[src/verilog/ieeclo_pkg.sv]
package ieeclo_pkg;
   localparam int CLK_HZ = 10000000;
   localparam int IFC_MIN_US = 100;
   localparam int TICK_CYC = CLK_HZ / 1000000;
   localparam int IFC_TICKS = IFC_MIN_US;
   localparam logic [4:0] TMO_MAX_CODE = 5'h11;
   localparam logic [6:0] SAD_OFF_A = 7'h00;
   localparam logic [6:0] SAD_OFF_B = 7'h7F;
   localparam logic [6:0] SAD_LO = 7'h60;
   localparam logic [6:0] SAD_HI = 7'h7E;
   localparam logic [7:0] CMD_LLO = 8'h11;
   localparam logic [7:0] CMD_GET = 8'h08;
   localparam logic [7:0] CMD_UNT = 8'h5F;
   localparam logic [7:0] CMD_UNL = 8'h3F;
   localparam logic [7:0] LISTEN_BASE = 8'h20;
   localparam logic [3:0] ERR_NONE = 4'h0;
   localparam logic [3:0] ERR_NOSAC = 4'h5;
   localparam logic [3:0] ERR_ABORT = 4'h6;
   localparam logic [3:0] ERR_BUS = 4'hE;
   localparam logic [3:0] ERR_TIMEOUT = 4'hF;
   typedef enum logic [1:0] {IECLO_HS_IDLE, IECLO_HS_NRFD, IECLO_HS_DAV} ieclo_hs_e;
   typedef enum logic [2:0] {IECLO_IDLE, IECLO_IFC, IECLO_LAD, IECLO_SAD, IECLO_GET, IECLO_UNT,
      IECLO_UNL, IECLO_LLO} ieclo_st_e;
   // Minimum time limit in microseconds per code, rounded up, zero for disabled.
   function automatic logic [29:0] tmo_us(input logic [4:0] code);
      logic [29:0] v;
      v = 30'h0;
      unique case (code)
         5'd1: v = 30'd10;
         5'd2: v = 30'd30;
         5'd3: v = 30'd100;
         5'd4: v = 30'd300;
         5'd5: v = 30'd1000;
         5'd6: v = 30'd3000;
         5'd7: v = 30'd10000;
         5'd8: v = 30'd30000;
         5'd9: v = 30'd100000;
         5'd10: v = 30'd300000;
         5'd11: v = 30'd1000000;
         5'd12: v = 30'd3000000;
         5'd13: v = 30'd10000000;
         5'd14: v = 30'd30000000;
         5'd15: v = 30'd100000000;
         5'd16: v = 30'd300000000;
         5'd17: v = 30'd1000000000;
         default: v = 30'h0;
      endcase
      return v;
   endfunction
endpackage

[src/verilog/ieeclo_top.sv]
`timescale 1ns/1ps
`default_nettype none
module ieeclo_top
   import ieeclo_pkg::*;
(
   input wire logic clk_sys,
   input wire logic reset_n,
   input wire logic system_control,
   input wire logic bus_clear_request,
   input wire logic remote_enable_request,
   input wire logic remote_enable_value,
   input wire logic secondary_address_set,
   input wire logic [6:0] secondary_address_value,
   input wire logic time_limit_set,
   input wire logic [4:0] time_limit_value,
   input wire logic device_trigger_request,
   input wire logic lockout_request,
   input wire logic [4:0] target_address,
   input wire logic [6:0] target_secondary,
   input wire logic async_start,
   input wire logic async_complete,
   input wire logic async_abort_request,
   input wire logic nrfd_in,
   input wire logic ndac_in,
   output logic ifc_out,
   output logic ren_out,
   output logic atn_out,
   output logic cic_out,
   output logic [7:0] dio_out,
   output logic dav_out,
   output logic [6:0] secondary_address,
   output logic secondary_enabled,
   output logic [4:0] time_limit_code,
   output logic async_busy,
   output logic timeout_flag,
   output logic error_flag,
   output logic [3:0] error_code_result,
   output logic remote_prev,
   output logic op_done
);
   ieclo_st_e st_r;
   ieclo_st_e st_nxt;
   logic [3:0] tick_cnt_r;
   logic us_tick_r;
   logic [29:0] us_cnt_r;
   logic [6:0] ifc_cnt_r;
   logic hs_start_r;
   logic [7:0] hs_byte;
   logic hs_done;
   logic hs_abort;
   logic [7:0] hs_dio;
   logic hs_dav;
   wire [29:0] limit_w = tmo_us(time_limit_code);
   wire limit_on_w = (limit_w != 30'h0);
   // Expiry waits one tick past the limit, since the first free-running tick after a start may come early.
   wire expired_w = limit_on_w && (us_cnt_r > limit_w);
   wire cmd_phase_w = (st_r != IECLO_IDLE) && (st_r != IECLO_IFC);
   wire async_stop_w = async_busy && (async_abort_request || expired_w);
   wire sad_valid_w = (secondary_address_value >= SAD_LO) && (secondary_address_value <= SAD_HI);
   wire sad_off_w = (secondary_address_value == SAD_OFF_A) || (secondary_address_value == SAD_OFF_B);
   wire [7:0] lad_w = LISTEN_BASE | {3'b000, target_address};
   wire [7:0] sec_w = {1'b0, target_secondary};
   wire idle_w = (st_r == IECLO_IDLE);
   ////////////////////////////////////////////////////////////////////////////
   // Microsecond tick and timeout counter.
   always_ff @(posedge clk_sys) begin
      if (!reset_n) begin
         tick_cnt_r <= 4'h0;
         us_tick_r <= 1'b0;
      end else begin
         us_tick_r <= (tick_cnt_r == 4'(TICK_CYC - 1));
         tick_cnt_r <= (tick_cnt_r == 4'(TICK_CYC - 1)) ? 4'h0 : tick_cnt_r + 4'h1;
      end
   end
   wire op_start_w = (idle_w && (bus_clear_request || device_trigger_request || lockout_request))
      || (async_start && !async_busy);
   always_ff @(posedge clk_sys) begin
      if (!reset_n || op_start_w) us_cnt_r <= 30'h0;
      else if (us_tick_r && !expired_w) us_cnt_r <= us_cnt_r + 30'h1;
   end
   ////////////////////////////////////////////////////////////////////////////
   // Command sequencer.
   always_comb begin
      st_nxt = st_r;
      unique case (st_r)
         IECLO_IDLE: begin
            if (bus_clear_request && system_control) st_nxt = IECLO_IFC;
            else if (device_trigger_request) st_nxt = IECLO_LAD;
            else if (lockout_request) st_nxt = IECLO_LLO;
         end
         IECLO_IFC: if (us_tick_r && ifc_cnt_r == 7'(IFC_TICKS)) st_nxt = IECLO_IDLE;
         IECLO_LAD: if (hs_done) st_nxt = secondary_enabled ? IECLO_SAD : IECLO_GET;
         IECLO_SAD: if (hs_done) st_nxt = IECLO_GET;
         IECLO_GET: if (hs_done) st_nxt = IECLO_UNT;
         IECLO_UNT: if (hs_done) st_nxt = IECLO_UNL;
         IECLO_UNL: if (hs_done) st_nxt = IECLO_IDLE;
         IECLO_LLO: if (hs_done) st_nxt = IECLO_IDLE;
      endcase
      if (cmd_phase_w && expired_w) st_nxt = IECLO_IDLE;
   end
   assign hs_abort = cmd_phase_w && expired_w;
   wire enter_cmd_w = (st_nxt != st_r) && (st_nxt != IECLO_IDLE) && (st_nxt != IECLO_IFC);
   always_comb begin
      hs_byte = CMD_UNL;
      unique case (st_nxt)
         IECLO_LAD: hs_byte = lad_w;
         IECLO_SAD: hs_byte = (secondary_address_value == secondary_address) ? {1'b0, secondary_address} : sec_w;
         IECLO_GET: hs_byte = CMD_GET;
         IECLO_UNT: hs_byte = CMD_UNT;
         IECLO_LLO: hs_byte = CMD_LLO;
         default: hs_byte = CMD_UNL;
      endcase
   end
   always_ff @(posedge clk_sys) begin
      if (!reset_n) begin
         st_r <= IECLO_IDLE;
         ifc_cnt_r <= 7'h0;
         hs_start_r <= 1'b0;
         ifc_out <= 1'b0;
         atn_out <= 1'b0;
         cic_out <= 1'b0;
      end else begin
         st_r <= st_nxt;
         hs_start_r <= enter_cmd_w;
         if (st_r != IECLO_IFC) ifc_cnt_r <= 7'h0;
         else if (us_tick_r) ifc_cnt_r <= ifc_cnt_r + 7'h1;
         ifc_out <= (st_nxt == IECLO_IFC);
         if (st_r == IECLO_IFC && st_nxt == IECLO_IDLE) begin
            cic_out <= 1'b1;
            atn_out <= 1'b1;
         end else if (enter_cmd_w) atn_out <= 1'b1;
      end
   end
   ieeclo_handshake u_hs (
      .clk_sys(clk_sys),
      .reset_n(reset_n),
      .start(hs_start_r),
      .abort(hs_abort),
      .byte_in(hs_byte),
      .nrfd_in(nrfd_in),
      .ndac_in(ndac_in),
      .dio_out(hs_dio),
      .dav_out(hs_dav),
      .done(hs_done)
   );
   always_ff @(posedge clk_sys) begin
      if (!reset_n) begin
         dio_out <= 8'h00;
         dav_out <= 1'b0;
      end else begin
         dio_out <= hs_dio;
         dav_out <= hs_dav;
      end
   end
   ////////////////////////////////////////////////////////////////////////////
   // Settings, remote enable, async transfer and error reporting.
   always_ff @(posedge clk_sys) begin
      if (!reset_n) begin
         ren_out <= 1'b0;
         remote_prev <= 1'b0;
         secondary_address <= SAD_OFF_A;
         secondary_enabled <= 1'b0;
         time_limit_code <= 5'h0;
         async_busy <= 1'b0;
         timeout_flag <= 1'b0;
         error_flag <= 1'b0;
         error_code_result <= ERR_NONE;
         op_done <= 1'b0;
      end else begin
         op_done <= 1'b0;
         if (remote_enable_request && system_control) begin
            ren_out <= remote_enable_value;
            remote_prev <= ren_out;
            error_flag <= 1'b0;
            error_code_result <= {3'b000, ren_out};
         end
         if ((remote_enable_request || (bus_clear_request && idle_w)) && !system_control) begin
            error_flag <= 1'b1;
            error_code_result <= ERR_NOSAC;
         end
         if (secondary_address_set && sad_off_w) secondary_enabled <= 1'b0;
         else if (secondary_address_set && sad_valid_w) begin
            secondary_address <= secondary_address_value;
            secondary_enabled <= 1'b1;
         end
         if (time_limit_set && time_limit_value <= TMO_MAX_CODE) time_limit_code <= time_limit_value;
         if (op_start_w) timeout_flag <= 1'b0;
         if (async_start && !async_busy) async_busy <= 1'b1;
         else if (async_busy && async_complete && !async_stop_w) begin
            async_busy <= 1'b0;
            op_done <= 1'b1;
         end else if (async_stop_w) begin
            async_busy <= 1'b0;
            error_flag <= 1'b1;
            error_code_result <= async_abort_request ? ERR_ABORT : ERR_TIMEOUT;
            timeout_flag <= !async_abort_request;
            op_done <= 1'b1;
         end
         if (hs_abort) begin
            error_flag <= 1'b1;
            error_code_result <= ERR_BUS;
            timeout_flag <= 1'b1;
         end
         if ((st_r == IECLO_UNL || st_r == IECLO_LLO) && hs_done) op_done <= 1'b1;
      end
   end
   chk_ifc_min_width: assert property (@(posedge clk_sys) disable iff (!reset_n)
      $fell(ifc_out) |-> $past(ifc_cnt_r) == 7'(IFC_TICKS)) else $error("clear pulse short");
   chk_cic_after_ifc: assert property (@(posedge clk_sys) disable iff (!reset_n)
      $fell(ifc_out) |-> cic_out && atn_out) else $error("not in charge after clear");
   chk_no_sac_ren: assert property (@(posedge clk_sys) disable iff (!reset_n)
      (remote_enable_request && !system_control) |=> $stable(ren_out) && error_code_result == ERR_NOSAC)
      else $error("remote enable changed without control");
   chk_ren_follow: assert property (@(posedge clk_sys) disable iff (!reset_n)
      (remote_enable_request && system_control) |=> ren_out == $past(remote_enable_value)
      && error_code_result == {3'b000, $past(ren_out)}) else $error("remote enable wrong");
   chk_sad_disable: assert property (@(posedge clk_sys) disable iff (!reset_n)
      (secondary_address_set && sad_off_w) |=> !secondary_enabled) else $error("secondary not off");
   chk_sad_store: assert property (@(posedge clk_sys) disable iff (!reset_n)
      (secondary_address_set && sad_valid_w) |=> secondary_enabled
      && secondary_address == $past(secondary_address_value)) else $error("secondary not stored");
   chk_abort_err: assert property (@(posedge clk_sys) disable iff (!reset_n)
      (async_busy && async_abort_request) |=> !async_busy && error_code_result == ERR_ABORT)
      else $error("abort not reported");
   chk_ifc_idle_clear: assert property (@(posedge clk_sys) disable iff (!reset_n)
      (!system_control && !ifc_out) |=> !ifc_out) else $error("clear without control");
   chk_trig_order: assert property (@(posedge clk_sys) disable iff (!reset_n)
      (st_r == IECLO_GET && hs_done && !hs_abort) |=> st_r == IECLO_UNT) else $error("trigger order");
   chk_tmo_hold: assert property (@(posedge clk_sys) disable iff (!reset_n)
      !time_limit_set |=> $stable(time_limit_code)) else $error("time limit changed on its own");
endmodule
`default_nettype wire

[src/verilog/ieeclo_handshake.sv]
`timescale 1ns/1ps
`default_nettype none
module ieeclo_handshake
   import ieeclo_pkg::*;
(
   input wire logic clk_sys,
   input wire logic reset_n,
   input wire logic start,
   input wire logic abort,
   input wire logic [7:0] byte_in,
   input wire logic nrfd_in,
   input wire logic ndac_in,
   output logic [7:0] dio_out,
   output logic dav_out,
   output logic done
);
   ieclo_hs_e st_r;
   ieclo_hs_e st_nxt;
   wire ready_w = !nrfd_in;
   wire accepted_w = !ndac_in;
   ////////////////////////////////////////////////////////////////////////////
   // Three-wire source handshake: wait ready, raise valid, wait accept.
   always_comb begin
      st_nxt = st_r;
      unique case (st_r)
         IECLO_HS_IDLE: if (start) st_nxt = IECLO_HS_NRFD;
         IECLO_HS_NRFD: if (ready_w) st_nxt = IECLO_HS_DAV;
         IECLO_HS_DAV: if (accepted_w) st_nxt = IECLO_HS_IDLE;
         default: st_nxt = IECLO_HS_IDLE;
      endcase
      if (abort) st_nxt = IECLO_HS_IDLE;
   end
   always_ff @(posedge clk_sys) begin
      if (!reset_n) begin
         st_r <= IECLO_HS_IDLE;
         dio_out <= 8'h00;
         dav_out <= 1'b0;
         done <= 1'b0;
      end else begin
         st_r <= st_nxt;
         if (start) dio_out <= byte_in;
         dav_out <= (st_nxt == IECLO_HS_DAV);
         done <= !abort && (st_r == IECLO_HS_DAV) && accepted_w;
      end
   end
   chk_valid_after_ready: assert property (@(posedge clk_sys) disable iff (!reset_n)
      (st_r == IECLO_HS_NRFD && ready_w && !abort) |=> dav_out) else $error("valid not raised");
endmodule
`default_nettype wire

[config.mk]
export PLATFORM = sky130hd
export DESIGN_NAME = ieeclo_top
export DESIGN_NICKNAME = d
export VERILOG_FILES = /design/src/verilog/ieeclo_pkg.sv /design/src/verilog/ieeclo_top.sv /design/src/verilog/ieeclo_handshake.sv
export SDC_FILE = /design/constraint.sdc
export NUM_CORES = 1
export LEC_CHECK = 0
export BUFFER_PORTS_ARGS = -buffer_cell sky130_fd_sc_hd__buf_4
export CAP_MARGIN = 20
export CORE_MARGIN = 4
export CORE_UTILIZATION = 58
export DETAILED_ROUTE_END_ITERATION = 10
export GPL_TIMING_DRIVEN = 1
export PLACE_DENSITY = 0.78
export SETUP_SLACK_MARGIN = 0.3
export SLEW_MARGIN = 20
export SYNTH_ARGS = -nofsm -noshare
export SYNTH_HDL_FRONTEND = slang
export SYNTH_SLANG_ARGS = --single-unit
[constraint.sdc]
create_clock -name clk_sys -period 7.1 [get_ports clk_sys]
set_clock_uncertainty 0.2 [all_clocks]
set_input_delay 0.71 -clock clk_sys [delete_from_list [all_inputs] [get_ports clk_sys]]
set_output_delay 0.71 -clock clk_sys [all_outputs]
set_load 0.01 [all_outputs]
; After elaboration in Yosys (flattened, before gate mapping)
; Memories as Yosys holds them, arrays and structs flattened. A register that Yosys moved wholly into a read port is not among the register bits.
; Cells that the tools add are included.
[word_totals]
n_memories = 1
elab_cells = 162
reg_bits = 93
rom_bits = 928
[classes]
n_lt_le_gt_ge = 4
bitwise = 2
n_reduce_logical = 55
mux = 48
eq_ne = 23
add_sub_neg = 3
[memory_table]
columns = memory, depth, word_bits, rd, rd_clocked_by_memory_dff, wr, line
row1 = (no name shown), 32, 29, 1, 1, 0, ieeclo_pkg.sv:28  ; unique case (code)
[op_table]
columns = cell, n
row1 = $pmux W7 S5, 1
row2 = $mux W3, 11
row3 = $add A30 B1 Y30 const B, 1
row4 = $gt A30 B30 Y1, 1
row5 = $reduce_bool A30 Y1, 1
row6 = $mux W4, 7
row7 = $logic_and A1 B1 Y1, 24
row8 = $eq A3 B3 Y1 const B, 7
row9 = $pmux W3 S7, 1
row10 = $mux W1, 20
row11 = $eq A7 B7 Y1 const B, 2
row12 = $eq A3 B2 Y1 const B, 4
row13 = $mux W5, 2
row14 = $reduce_or A2 Y1, 5
row15 = $reduce_bool A3 Y1, 3
row16 = $logic_not A1 Y1, 8
row17 = $logic_or A1 B1 Y1, 8
row18 = $mux W2, 4
row19 = $add A7 B1 Y7 const B, 1
row20 = $eq A7 B7 Y1, 1
row21 = $ge A7 B7 Y1 const B, 1
row22 = $le A7 B7 Y1 const B, 1
row23 = $logic_not A7 Y1, 1
row24 = $mux W7, 1
row25 = 14 further kinds, 19

; Longest topological paths before layout
; Gate-level depths: netlist of run 1.
[depth]
ltp_word = 10
depth_mapped = 11
mapped_depth_nobuf = 9

; Modules after synthesis
; From an unflattened synthesis of run 1, not the netlist that was laid out.
[unflattened]
hier_cells = 760
area_unflattened_um2 = 6368.6
[modules_own_cells]
columns = mod, seq_area_each_um2, n_inst, area_per_inst_um2, cells_each
row1 = ieeclo_top, 2162.1, 1, 5936.9, 723
row2 = ieeclo_handshake, 240.2, 1, 431.7, 37

; Worst setup path before layout of run 1
; No wires, ideal clock.
[synth_timing]
path_kind = input to register
startpoint = in time_limit_value[1]
endpoint = reg, netlist name limit_w[6]
t_required_ps = 6785
n_path_buf = 0
arrival_ps = 2298
setup_time_ps = 115
stages = 9
path_slack_ps = 4488
cell_sequence = nor3_1 o21ai_0 mux2i_1 nor2_1 inv_1 ha_1 mux2i_1 nor2_1 o21a_1
[synth_between]
elab_chain_cells = 4
[synth_lines]
columns = element, line
row1 = from (decl), ieeclo_top.sv:15  ; input wire logic [4:0] time_limit_value,
row2 = $le A5 B5 Y1, ieeclo_top.sv:186  ; if (time_limit_set && time_limit_value <= TMO_MAX_CODE) time_limit_code <= time_limit_value;
row3 = $logic_and A1 B1 Y1, ieeclo_top.sv:186
row4 = $mux W5 (no line) (*) (2 in a row), --
; Mark *: on every way between the ends. The rest lies on a longest branch, timed or not.
; A chain may end at the register's enable or synchronous reset.

; Final worst setup path of run 1
[layout_timing]
startpoint = reg, netlist name limit_w[17]
endpoint = reg u_hs.done
[layout_between]
elab_chain_cells = 6
word_cells_on_any_way = 7
classes_between = 1 x order compare / 6 x reduce/logical
[layout_lines]
columns = element, line
row1 = $gt A30 B30 Y1 / $reduce_bool A30 Y1 (equally long branches), "ieeclo_top.sv:56, ieeclo_top.sv:54"
row2 = $logic_and A1 B1 Y1 (*), ieeclo_top.sv:56  ; wire expired_w = limit_on_w && (us_cnt_r > limit_w);
row3 = $logic_and A1 B1 Y1 (*), ieeclo_top.sv:101  ; assign hs_abort = cmd_phase_w && expired_w;
row4 = $logic_not A1 Y1 (*), ieeclo_handshake.sv:43  ; done <= !abort && (st_r == IECLO_HS_DAV) && accepted_w;
row5 = $logic_and A1 B1 Y1 (*) (2 in a row), ieeclo_handshake.sv:43
row6 = to (signal assigned), ieeclo_handshake.sv:43
row7 = to (decl), ieeclo_handshake.sv:15  ; output logic done
; Marks and branches as above.

==> results.json, run 1 <==
{
  "initial_core_util_pct": 59.5,
  "slowest_stage": "a21oi_1",
  "core_area_um2": 10300,
  "tns_ps": 0,
  "wl_per_cell_um": 16.9,
  "tightest_slew_ps": 1020,
  "routed_via_density": 6.06,
  "endpoint_kind": "flop",
  "fin_ws_ps": 3770,
  "critPathKind": "flop to flop",
  "ir_drop_uv": 182,
  "max_stage_delay_ps": 540,
  "wl_um": 15900,
  "cts_hold_buf": 0,
  "drtPass1Iterations": 8,
  "cts-htree-levels": 4,
  "crit_cells": 9,
  "synth_nets": 817,
  "wirelength_met1_um": 7130,
  "rsz0062_at_grt": "false",
  "synth_seq_area_share_pct": 38.5,
  "synth_edf_count": 0,
  "grt_use_total_pct": 25.9,
  "drv_slew": 0,
  "ys.flop_type": "dfxtp_1",
  "syn-cell-area_um2": 6140,
  "n_fill_cell": 765,
  "drc": 1,
  "crit_family": "compound AO/OA/AOI/OAI gates",
  "core.rowCount": 37,
  "regArea_um2": 2360,
  "cts_resized": 0,
  "overflow": 0,
  "first_global_vias": 5493,
  "fin_crit_sh_pct": 46.9,
  "drtIter0Drc": 513,
  "synth_warnings": 0,
  "place_ws_ps": 3810,
  "num_vias": 5727,
  "synth_area_per_cell_um2": 8.31,
  "crit_arrival_ps": 3540,
  "status": "finished, violations left",
  "hold_violations": 0,
  "drive_gt1_share_pct": 15.0,
  "dieArea_um2": 12300,
  "port-buffer-count": 72,
  "gp_congestion": 0.882,
  "setup_viol": 0,
  "path_buf_inv": 1,
  "hold_path_depth": 2,
  "grt_pass1_wl_um": 26400,
  "ys_ff_latch": 118,
  "numCtsBuffers": 17,
  "fin_util_pct": 71.3,
  "timing.slew.headroom_pct": 31.9,
  "cp-start-kind": "flop",
  "reg2regPathDepth": 9,
  "die_x_um": 111,
  "grt_start_max_net_pins": 57,
  "path_clk_slew_ps": 60,
  "path_cells": "inv_1 > ha_1 > a21oi_1 > o21ai_1 > a221oi_1 > o211ai_1 > a21oi_1 > o21ai_1 > nor4b_1",
  "synthCells": 739,
  "hpwlAfterDp_um": 11300,
  "route.met2.wl_um": 7570,
  "finalNetCount": 874,
  "yosys.area.top_type": "dfxtp_1",
  "required_ps": 7310,
  "clk-insertion-delay-late_ps": 520,
  "violations": "DRC",
  "cts_tree": "yes",
  "yosys-top-cells-area": "dfxtp_1, ha_1, a21oi_1",
  "clock_path_buffers": 2,
  "synth.top_cell.area_share_pct": 38.5,
  "synthArstFlopShare_pct": 0,
  "antenna_found_initial": 0,
  "dieHeight_um": 111,
  "cts_root_buf": "clkbuf_8",
  "worst-path-max-fanout": 10,
  "hp-class": "primary input to flop",
  "post_cts_buffers": 0,
  "cts.sinks": 118,
  "p_per_area_nw_per_um2": 265,
  "antenna_cells": 0,
  "p_leak_nw": 2.96,
  "timing.final.crit_period_ps": 3330,
  "power_mw": 1.95,
  "maxCapViolCount": 0,
  "routed-wl-met3_um": 969,
  "io_pins": 74,
  "routed.top_layer": "met4",
  "multiInputGateArea_um2": 3420,
  "ys_types": 63,
  "antenna_left": 0,
  "syn2layout_area_growth_pct": 19.8,
  "max_clock_freq_mhz": 300
}
metal layers:
metal	up-vias	GRT usage [%]
met1	2675	34.4
met3	33	5.29
li1	2801	-
met2	218	41.1
met5	-	0
met4	0	10.6
cells by family (layout without fill, tap and decap cells):
logic type,after synthesis,after routing,synth area share [%]
muxes,22,22,3.63
and+or+nand+nor,279,279,23.4
adders and majority gates,39,39,7.95
buffers and inverters,90,160,6.11
other,1,1,0.0611
AOI/OAI and AO/OA,177,177,18.5
DFF,118,118,38.5
xor gates and xnor gates,13,13,1.85
area by class of cell:
type / instances / share of cell area [%]
Clock buffer: 19 / 6.00
Clock inverter: 13 / 2.74
Inverter: 54 / 2.75
Multi-Input combinational cell: 531 / 46.5
Sequential cell: 118 / 32.1
Tap cell: 136 / 2.31
Timing Repair Buffer: 74 / 7.60
flip-flops by register name, summed over array words and instances (netlist names), 2 cells and up:
name / count
dio_out: 7
st_r: 3
u_hs.dio_out: 7
time_limit_code: 5
limit_w: 27
secondary_address: 7
us_cnt_r: 30
error_code_result: 4
u_hs.st_r: 2
ifc_cnt_r: 7
tick_cnt_r: 4
metrics by stage:
stage / instances / instance area [um2] / hold slack [ps]
after CTS: 944 / 7330 / 150
after detailed placement: 912 / 6690 / 234
after global routing: 945 / 7360 / 155
final: 945 / 7360 / 167
after global placement: 912 / 6690 / 226
after floorplan: 739 / 6140 / 205
cell usage in the layout, fill, tap and decap left out, types with 5 or more instances in the layout:
cell type and n:
nand2_1 70, bufinv_16 5, o21ai_1 5, nand3_1 25, nand2b_1 9, a31oi_1 8, xor2_1 7, a31o_2 6
a211oi_1 5, o21ai_0 34, or4_1 16, nor2_1 53, dfxtp_1 118, ha_1 39, a21oi_1 60, o31ai_1 15
and3_1 5, o41ai_1 6, nand4_1 24, clkbuf_16 16, buf_4 73, nor4_1 15, xnor2_1 6, nor3_1 20
mux2i_1 20, and2_1 13, inv_1 53, or3_1 7, nor2b_1 7
synthesized netlist by cell type (4+ instances only):
master	instances
clkbuf_1	24
nand2_1	70
ha_1	39
o41ai_1	6
inv_1	53
nand3_1	25
nand4_1	24
a21oi_1	60
buf_2	6
o31ai_1	15
a31o_2	6
dfxtp_1	118
mux2i_1	20
o21ai_1	5
and3_1	5
a31oi_1	8
o21ai_0	34
nor4_1	15
nor3_1	21
xnor2_1	6
nor2b_1	7
or4_1	16
a211oi_1	5
xor2_1	7
and2_1	13
nand2b_1	9
nor2_1	53
or3_1	7
o311ai_0	4
where the power goes:
part / internal (mW) / leakage [nW] / switching, mW / total, mW
sequential: 0.703 / 0.959 / 0.0367 / 0.739
combinational: 0.113 / 1.69 / 0.171 / 0.283
clock: 0.622 / 0.310 / 0.305 / 0.927
total: 1.44 / 2.96 / 0.513 / 1.95
final timing paths:
path | start | slack (ps) | endpoint
min | ndac_in | 170 | u_hs.done
max reg2reg | limit_w[17] | 3770 | u_hs.done
max | limit_w[17] | 3770 | u_hs.done
min reg2reg | u_hs.dav_out | 240 | dav_out
(Power assumes the default switching activity.)
==> run 2, diff against run 1 <==
--- a/config.mk
+++ b/config.mk
@@ -8,10 +8,10 @@
 export BUFFER_PORTS_ARGS = -buffer_cell sky130_fd_sc_hd__buf_4
 export CAP_MARGIN = 20
 export CORE_MARGIN = 4
-export CORE_UTILIZATION = 58
+export CORE_UTILIZATION = 53
 export DETAILED_ROUTE_END_ITERATION = 10
 export GPL_TIMING_DRIVEN = 1
-export PLACE_DENSITY = 0.78
+export PLACE_DENSITY = 0.75
 export SETUP_SLACK_MARGIN = 0.3
 export SLEW_MARGIN = 20
 export SYNTH_ARGS = -nofsm -noshare
==> constraint.sdc (replaced) <==
create_clock -name clk_sys -period 2.89 [get_ports clk_sys]
set_clock_uncertainty 0.2 [all_clocks]
set_input_delay 0.289 -clock clk_sys [delete_from_list [all_inputs] [get_ports clk_sys]]
set_output_delay 0.289 -clock clk_sys [all_outputs]
set_load 0.01 [all_outputs]
==> run 2 against run 1 <==
Via count is 19% higher. Routed wire length is 37% higher. Critical endpoint is now error_code_result[2]. Global-route usage is 2.0 points higher. Sequential share of layout area is 4.5 points lower. Die area is 8.7% higher. The run ends with setup timing left. Largest cell class unchanged. Register-to-register slack worse by 3900 ps. Sequential power is 150% higher.
==> results.json, run 2 (synthesis gave the netlist of run 1 again) <==
{
  "dieHeight_um": 116,
  "cts.sinks": 118,
  "path_cells": "inv_2 > ha_4 > nand4_1 > nor4_4 > nor2b_1 > o211a_1 > a21o_4 > buf_12 > buf_16 > buf_8 > buf_8 > nand2_8 > a211oi_2",
  "violations": "setup timing",
  "final_cell_mix": "buf_4, dfxtp_1, nand2_1, nor2_1, a21oi_1",
  "clk-insertion-delay-late_ps": 430,
  "setup_viol": 41,
  "tightest_slew_ps": 666,
  "grt_pass1_wl_um": 29500,
  "maxCapViolCount": 0,
  "grt_use_total_pct": 27.9,
  "antenna_cells": 0,
  "cp_common_cell": "buf_8",
  "numCtsBuffers": 17,
  "antenna_left": 0,
  "dieArea_um2": 13400,
  "critPathKind": "flop to flop",
  "cts_tree": "yes",
  "fin_ws_ps": -158,
  "largest_reg_flops": 30,
  "drtPass1Iterations": 6,
  "first_global_vias": 6128,
  "clock_path_buffers": 2,
  "syn2layout_area_growth_pct": 42.1,
  "p_per_area_nw_per_um2": 589,
  "drive_gt1_share_pct": 33.9,
  "routed_via_density": 6.63,
  "status": "finished, violations left",
  "port-buffer-count": 72,
  "wl_um": 21800,
  "drv_slew": 0,
  "slowest_stage": "dfxtp_2",
  "worst-path-max-fanout": 6,
  "timing.slew.headroom_pct": 55.4,
  "cts_root_buf": "clkbuf_16",
  "hp-class": "primary input to flop",
  "required_ps": 3030,
  "core.rowCount": 39,
  "finalNetCount": 947,
  "die_x_um": 116,
  "num_vias": 6797,
  "p_leak_nw": 3.46,
  "io_pins": 74,
  "place_ws_ps": -12.0,
  "hpwlAfterDp_um": 12000,
  "antenna_found_initial": 0,
  "tns_ps": -2770,
  "hold_violations": 0,
  "path_clk_slew_ps": 60,
  "drtIter0Drc": 897,
  "overflow": 0,
  "core_area_um2": 11400,
  "layout_commonest_cell": "buf_4",
  "fin_crit_sh_pct": 105,
  "path_buf_inv": 5,
  "rsz0062_at_grt": "true",
  "cp-start-kind": "flop",
  "placed_cell_area_um2": 6940,
  "max_stage_delay_ps": 360,
  "top_register": "us_cnt_r",
  "endpoint_kind": "flop",
  "cts-htree-levels": 4,
  "initial_core_util_pct": 54.0,
  "grt_start_max_net_pins": 28,
  "timing.final.crit_period_ps": 3050,
  "drc": 0,
  "crit_arrival_ps": 3190,
  "ir_drop_uv": 571,
  "wl_per_cell_um": 21.3,
  "fin_util_pct": 76.7,
  "max_clock_freq_mhz": 328,
  "crit_family": "simple AND/OR/NAND/NOR gates",
  "gp_congestion": 0.880,
  "design_area_um2": 8720
}
[run 2: what timing repair did]
item / in CTS / in global routing
cloned: 3 / 3
pin swaps: 26 / 30
endpoints found under the hold margin: 14 / 0
setup endpoints to repair: 53 / 55
gates resized for setup: 75 / 81
buffers inserted: 10 / 17
hold buffers: 13 / 0
[run 2: layer usage]
layer  wire length [um]  up-vias  global-route usage [%]  share of wire [%]
li1                   -     2959                       -                  -
met1               8310     3213                    34.5                 38
met2              10200      513                    46.1                 47
met3               2290      112                    8.72                 10
met4               1030        0                    10.3                4.7
met5                  0        -                       0                  0
[run 2: per-stage QoR]
stage	power [mW]	hold slack, ps	instances
floorplan	2.31	166	739
global placement	2.55	223	947
detailed placement	2.58	228	947
CTS	4.82	25.8	1005
global route	5.29	68.7	1025
finish	5.13	33.9	1025
[run 2: worst paths after layout]
kind | from | end | slack, ps | cells after the start
max | limit_w[27] | error_code_result[2] | -160 | 13
min | system_control | ren_out | 30 | 4
max reg2reg | limit_w[27] | error_code_result[2] | -160 | 13
min reg2reg | u_hs.dav_out | dav_out | 250 | 1
[run 2: worst register-to-register path, stage by stage, from the launching register on]
cell and delay, ps:
dfxtp_2 360, inv_2 80, ha_4 280, nand4_1 200
nor4_4 350, nor2b_1 210, o211a_1 250, a21o_4 190
buf_12 120, buf_16 110, buf_8 120, buf_8 140
nand2_8 80, a211oi_2 280
[run 2: power by group]
part	internal, mW	switching [mW]
clock	1.29	0.827
combinational	0.536	0.640
sequential	1.73	0.112
[run 2: cell type report]
| class | count | area [um2] |
|---|---|---|
| Sequential cell | 118 | 2410 |
| Inverter | 54 | 203 |
| Clock inverter | 14 | 151 |
| Tap cell | 143 | 179 |
| Timing Repair Buffer | 146 | 1260 |
| Clock buffer | 18 | 439 |
| Multi-Input combinational cell | 532 | 4080 |
| Fill cell | 668 | 2650 |
==> run 3, diff against run 2 <==
--- a/config.mk
+++ b/config.mk
@@ -8,10 +8,10 @@
 export BUFFER_PORTS_ARGS = -buffer_cell sky130_fd_sc_hd__buf_4
 export CAP_MARGIN = 20
 export CORE_MARGIN = 4
-export CORE_UTILIZATION = 53
+export CORE_UTILIZATION = 58
 export DETAILED_ROUTE_END_ITERATION = 10
 export GPL_TIMING_DRIVEN = 1
-export PLACE_DENSITY = 0.75
+export PLACE_DENSITY = 0.78
 export SETUP_SLACK_MARGIN = 0.3
 export SLEW_MARGIN = 20
 export SYNTH_ARGS = -nofsm -noshare
==> constraint.sdc (replaced) <==
create_clock -name clk_sys -period 3.7 [get_ports clk_sys]
set_clock_uncertainty 0.2 [all_clocks]
set_input_delay 0.37 -clock clk_sys [delete_from_list [all_inputs] [get_ports clk_sys]]
set_output_delay 0.37 -clock clk_sys [all_outputs]
set_load 0.01 [all_outputs]
==> run 3 against run 2 <==
Clock power decreased by 20%. The flow now finishes without violations. Die area down 8.0%. Largest cell class unchanged. Highest routed layer unchanged. Register-to-register slack improved by 580 ps. Sequential share of layout area up 3.7 points. Total power shrank 28%.
==> results.json, run 3 (synthesis gave the netlist of run 1 again) <==
{
  "status": "complete, no violations",
  "grt_start_max_net_pins": 29,
  "clk-insertion-delay-late_ps": 520,
  "antenna_found_initial": 0,
  "drive_gt1_share_pct": 15.5,
  "finalNetCount": 897,
  "cts-htree-levels": 4,
  "placedCellCount": 922,
  "drv_slew": 0,
  "wl_per_cell_um": 17.5,
  "tightest_slew_ps": 1130,
  "p_int_mw": 2.70,
  "grt_pass1_wl_um": 27600,
  "overflow": 0,
  "p_leak_nw": 3.05,
  "switchingPower_uw": 991,
  "slowest_stage": "dlygate4sd3_1",
  "layout_commonest_cell": "dfxtp_1",
  "cp-start-kind": "flop",
  "dieArea_um2": 12300,
  "syn2layout_area_growth_pct": 22.8,
  "core_area_um2": 10300,
  "hold_path_startpoint": "reset_n",
  "largest_reg_flops": 30,
  "worst-path-max-fanout": 20,
  "hp-class": "primary input to flop",
  "clockPowerShare_pct": 46.0,
  "p_seq_share_pct": 38.3,
  "top_register": "us_cnt_r",
  "worst_r2r_startpoint": "limit_w[27]",
  "timing.final.crit_period_ps": 3280,
  "drc": 0,
  "routed_via_density": 6.11,
  "cts.sinks": 118,
  "final_cells": 968,
  "hpwlAfterDp_um": 12000,
  "crit_arrival_ps": 3540,
  "path_clk_slew_ps": 60,
  "grt_use_total_pct": 27.4,
  "port-buffer-count": 72,
  "endpoint_kind": "flop",
  "wl_um": 16900,
  "timing.rr.end": "async_busy",
  "hold_end": "secondary_enabled",
  "post_cts_buffers": 0,
  "antenna_left": 0,
  "tns_ps": 0,
  "die_x_um": 111,
  "required_ps": 3960,
  "path_cells": "inv_1 > ha_1 > nand4_1 > nor4_1 > a21boi_0 > a21o_2 > o41ai_1 > dlygate4sd3_1",
  "timing.slew.headroom_pct": 23.9,
  "numCtsBuffers": 17,
  "num_vias": 5913,
  "max_stage_delay_ps": 610,
  "maxCapViolCount": 0,
  "max_clock_freq_mhz": 305,
  "antenna_cells": 0,
  "crit_start": "limit_w[27]",
  "dieHeight_um": 111,
  "p_per_area_nw_per_um2": 490,
  "drtIter0Drc": 542,
  "reg2regPathDepth": 8,
  "hold_path_depth": 2,
  "fin_crit_sh_pct": 88.7,
  "core.rowCount": 37,
  "io_pins": 74,
  "first_global_vias": 5768,
  "ir_drop_uv": 289,
  "gp_congestion": 0.871,
  "hold_violations": 0,
  "r2r_setup_slack_ps": 420,
  "rsz0062_at_grt": "true",
  "cts_root_buf": "clkbuf_8",
  "clock_path_buffers": 2,
  "drtPass1Iterations": 5,
  "initial_core_util_pct": 59.5,
  "cts_tree": "yes",
  "swShare_pct": 26.8,
  "power_frac_comb_pct": 15.7,
  "setup_viol": 0,
  "final_cell_mix": "dfxtp_1, buf_4, nand2_1, a21oi_1",
  "critPathKind": "flop to flop"
}
==> run 3: cell types whose count changed in the layout (fill, tap and decap cells not counted), moves of 14 or more <==
cell and delta:
ha_4 -16, buf_4 -39, ha_1 +16, dfxtp_2 -32
dfxtp_1 +34, a21oi_1 +14
==> run 3: area by class of cell <==
cell class,count,area (um2)
Clock inverter,13,180
Timing Repair Buffer,97,788
Sequential cell,118,2360
Clock buffer,19,432
Tap cell,136,170
Fill cell,772,2780
Multi-Input combinational cell,531,3400
Inverter,54,203
==> run 3: metrics by stage <==
step / total power, mW / instance area [um2] / hold WS, ps / setup WS, ps / util (%)
final: 3.69 / 7540 / 25.4 / 420 / 73.0
after CTS: 3.70 / 7540 / 10.6 / 353 / 73.0
after global placement: 1.98 / 6790 / 219 / 614 / 65.7
after global routing: 3.84 / 7540 / 19.5 / 280 / 73.0
after detailed placement: 2.00 / 6790 / 225 / 402 / 65.7
after floorplan: 1.80 / 6140 / 205 / 1110 / -
==> run 3: power by group through the flow <==
stage          clock [mW]  combinational [mW]  sequential (mW)
6_report             1.70               0.580             1.41
5_1_grt              1.78               0.637             1.42
4_1_cts              1.71               0.573             1.41
3_5_place_dp            0               0.558             1.44
3_3_place_gp            0               0.543             1.44
2_1_floorplan           0               0.380             1.42
==> run 3: worst max-delay path by stage <==
stage	end	slack, ps
global route	async_busy	280
floorplan	us_cnt_r[5]	1110
finish	async_busy	420
global placement	us_cnt_r[21]	610
CTS	us_cnt_r[27]	350
detailed placement	us_cnt_r[21]	400
==> run 3: repair_timing <==
action	CTS	global route
hold endpoints to repair	14	0
gates resized for setup	0	1
setup endpoints to repair	0	23
hold buffers	14	0
==> run 3: worst max-delay path: cells and delay by family, from the launching register on <==
kind	cells	cell delay, ps
flops	1	360
compound gates	3	1080
fa+ha+maj	1	320
simple gates	2	550
buf+inv	2	710
==> run 3: per-layer routing <==
| metal | part of all wire [%] | vias to the layer above | global-route usage [%] |
|---|---|---|---|
| met5 | 0 | - | 0 |
| met4 | 2.1 | 0 | 9.61 |
| met3 | 7.7 | 35 | 6.71 |
| met2 | 47 | 251 | 44.4 |
| met1 | 43 | 2784 | 35.5 |
| li1 | - | 2843 | - |
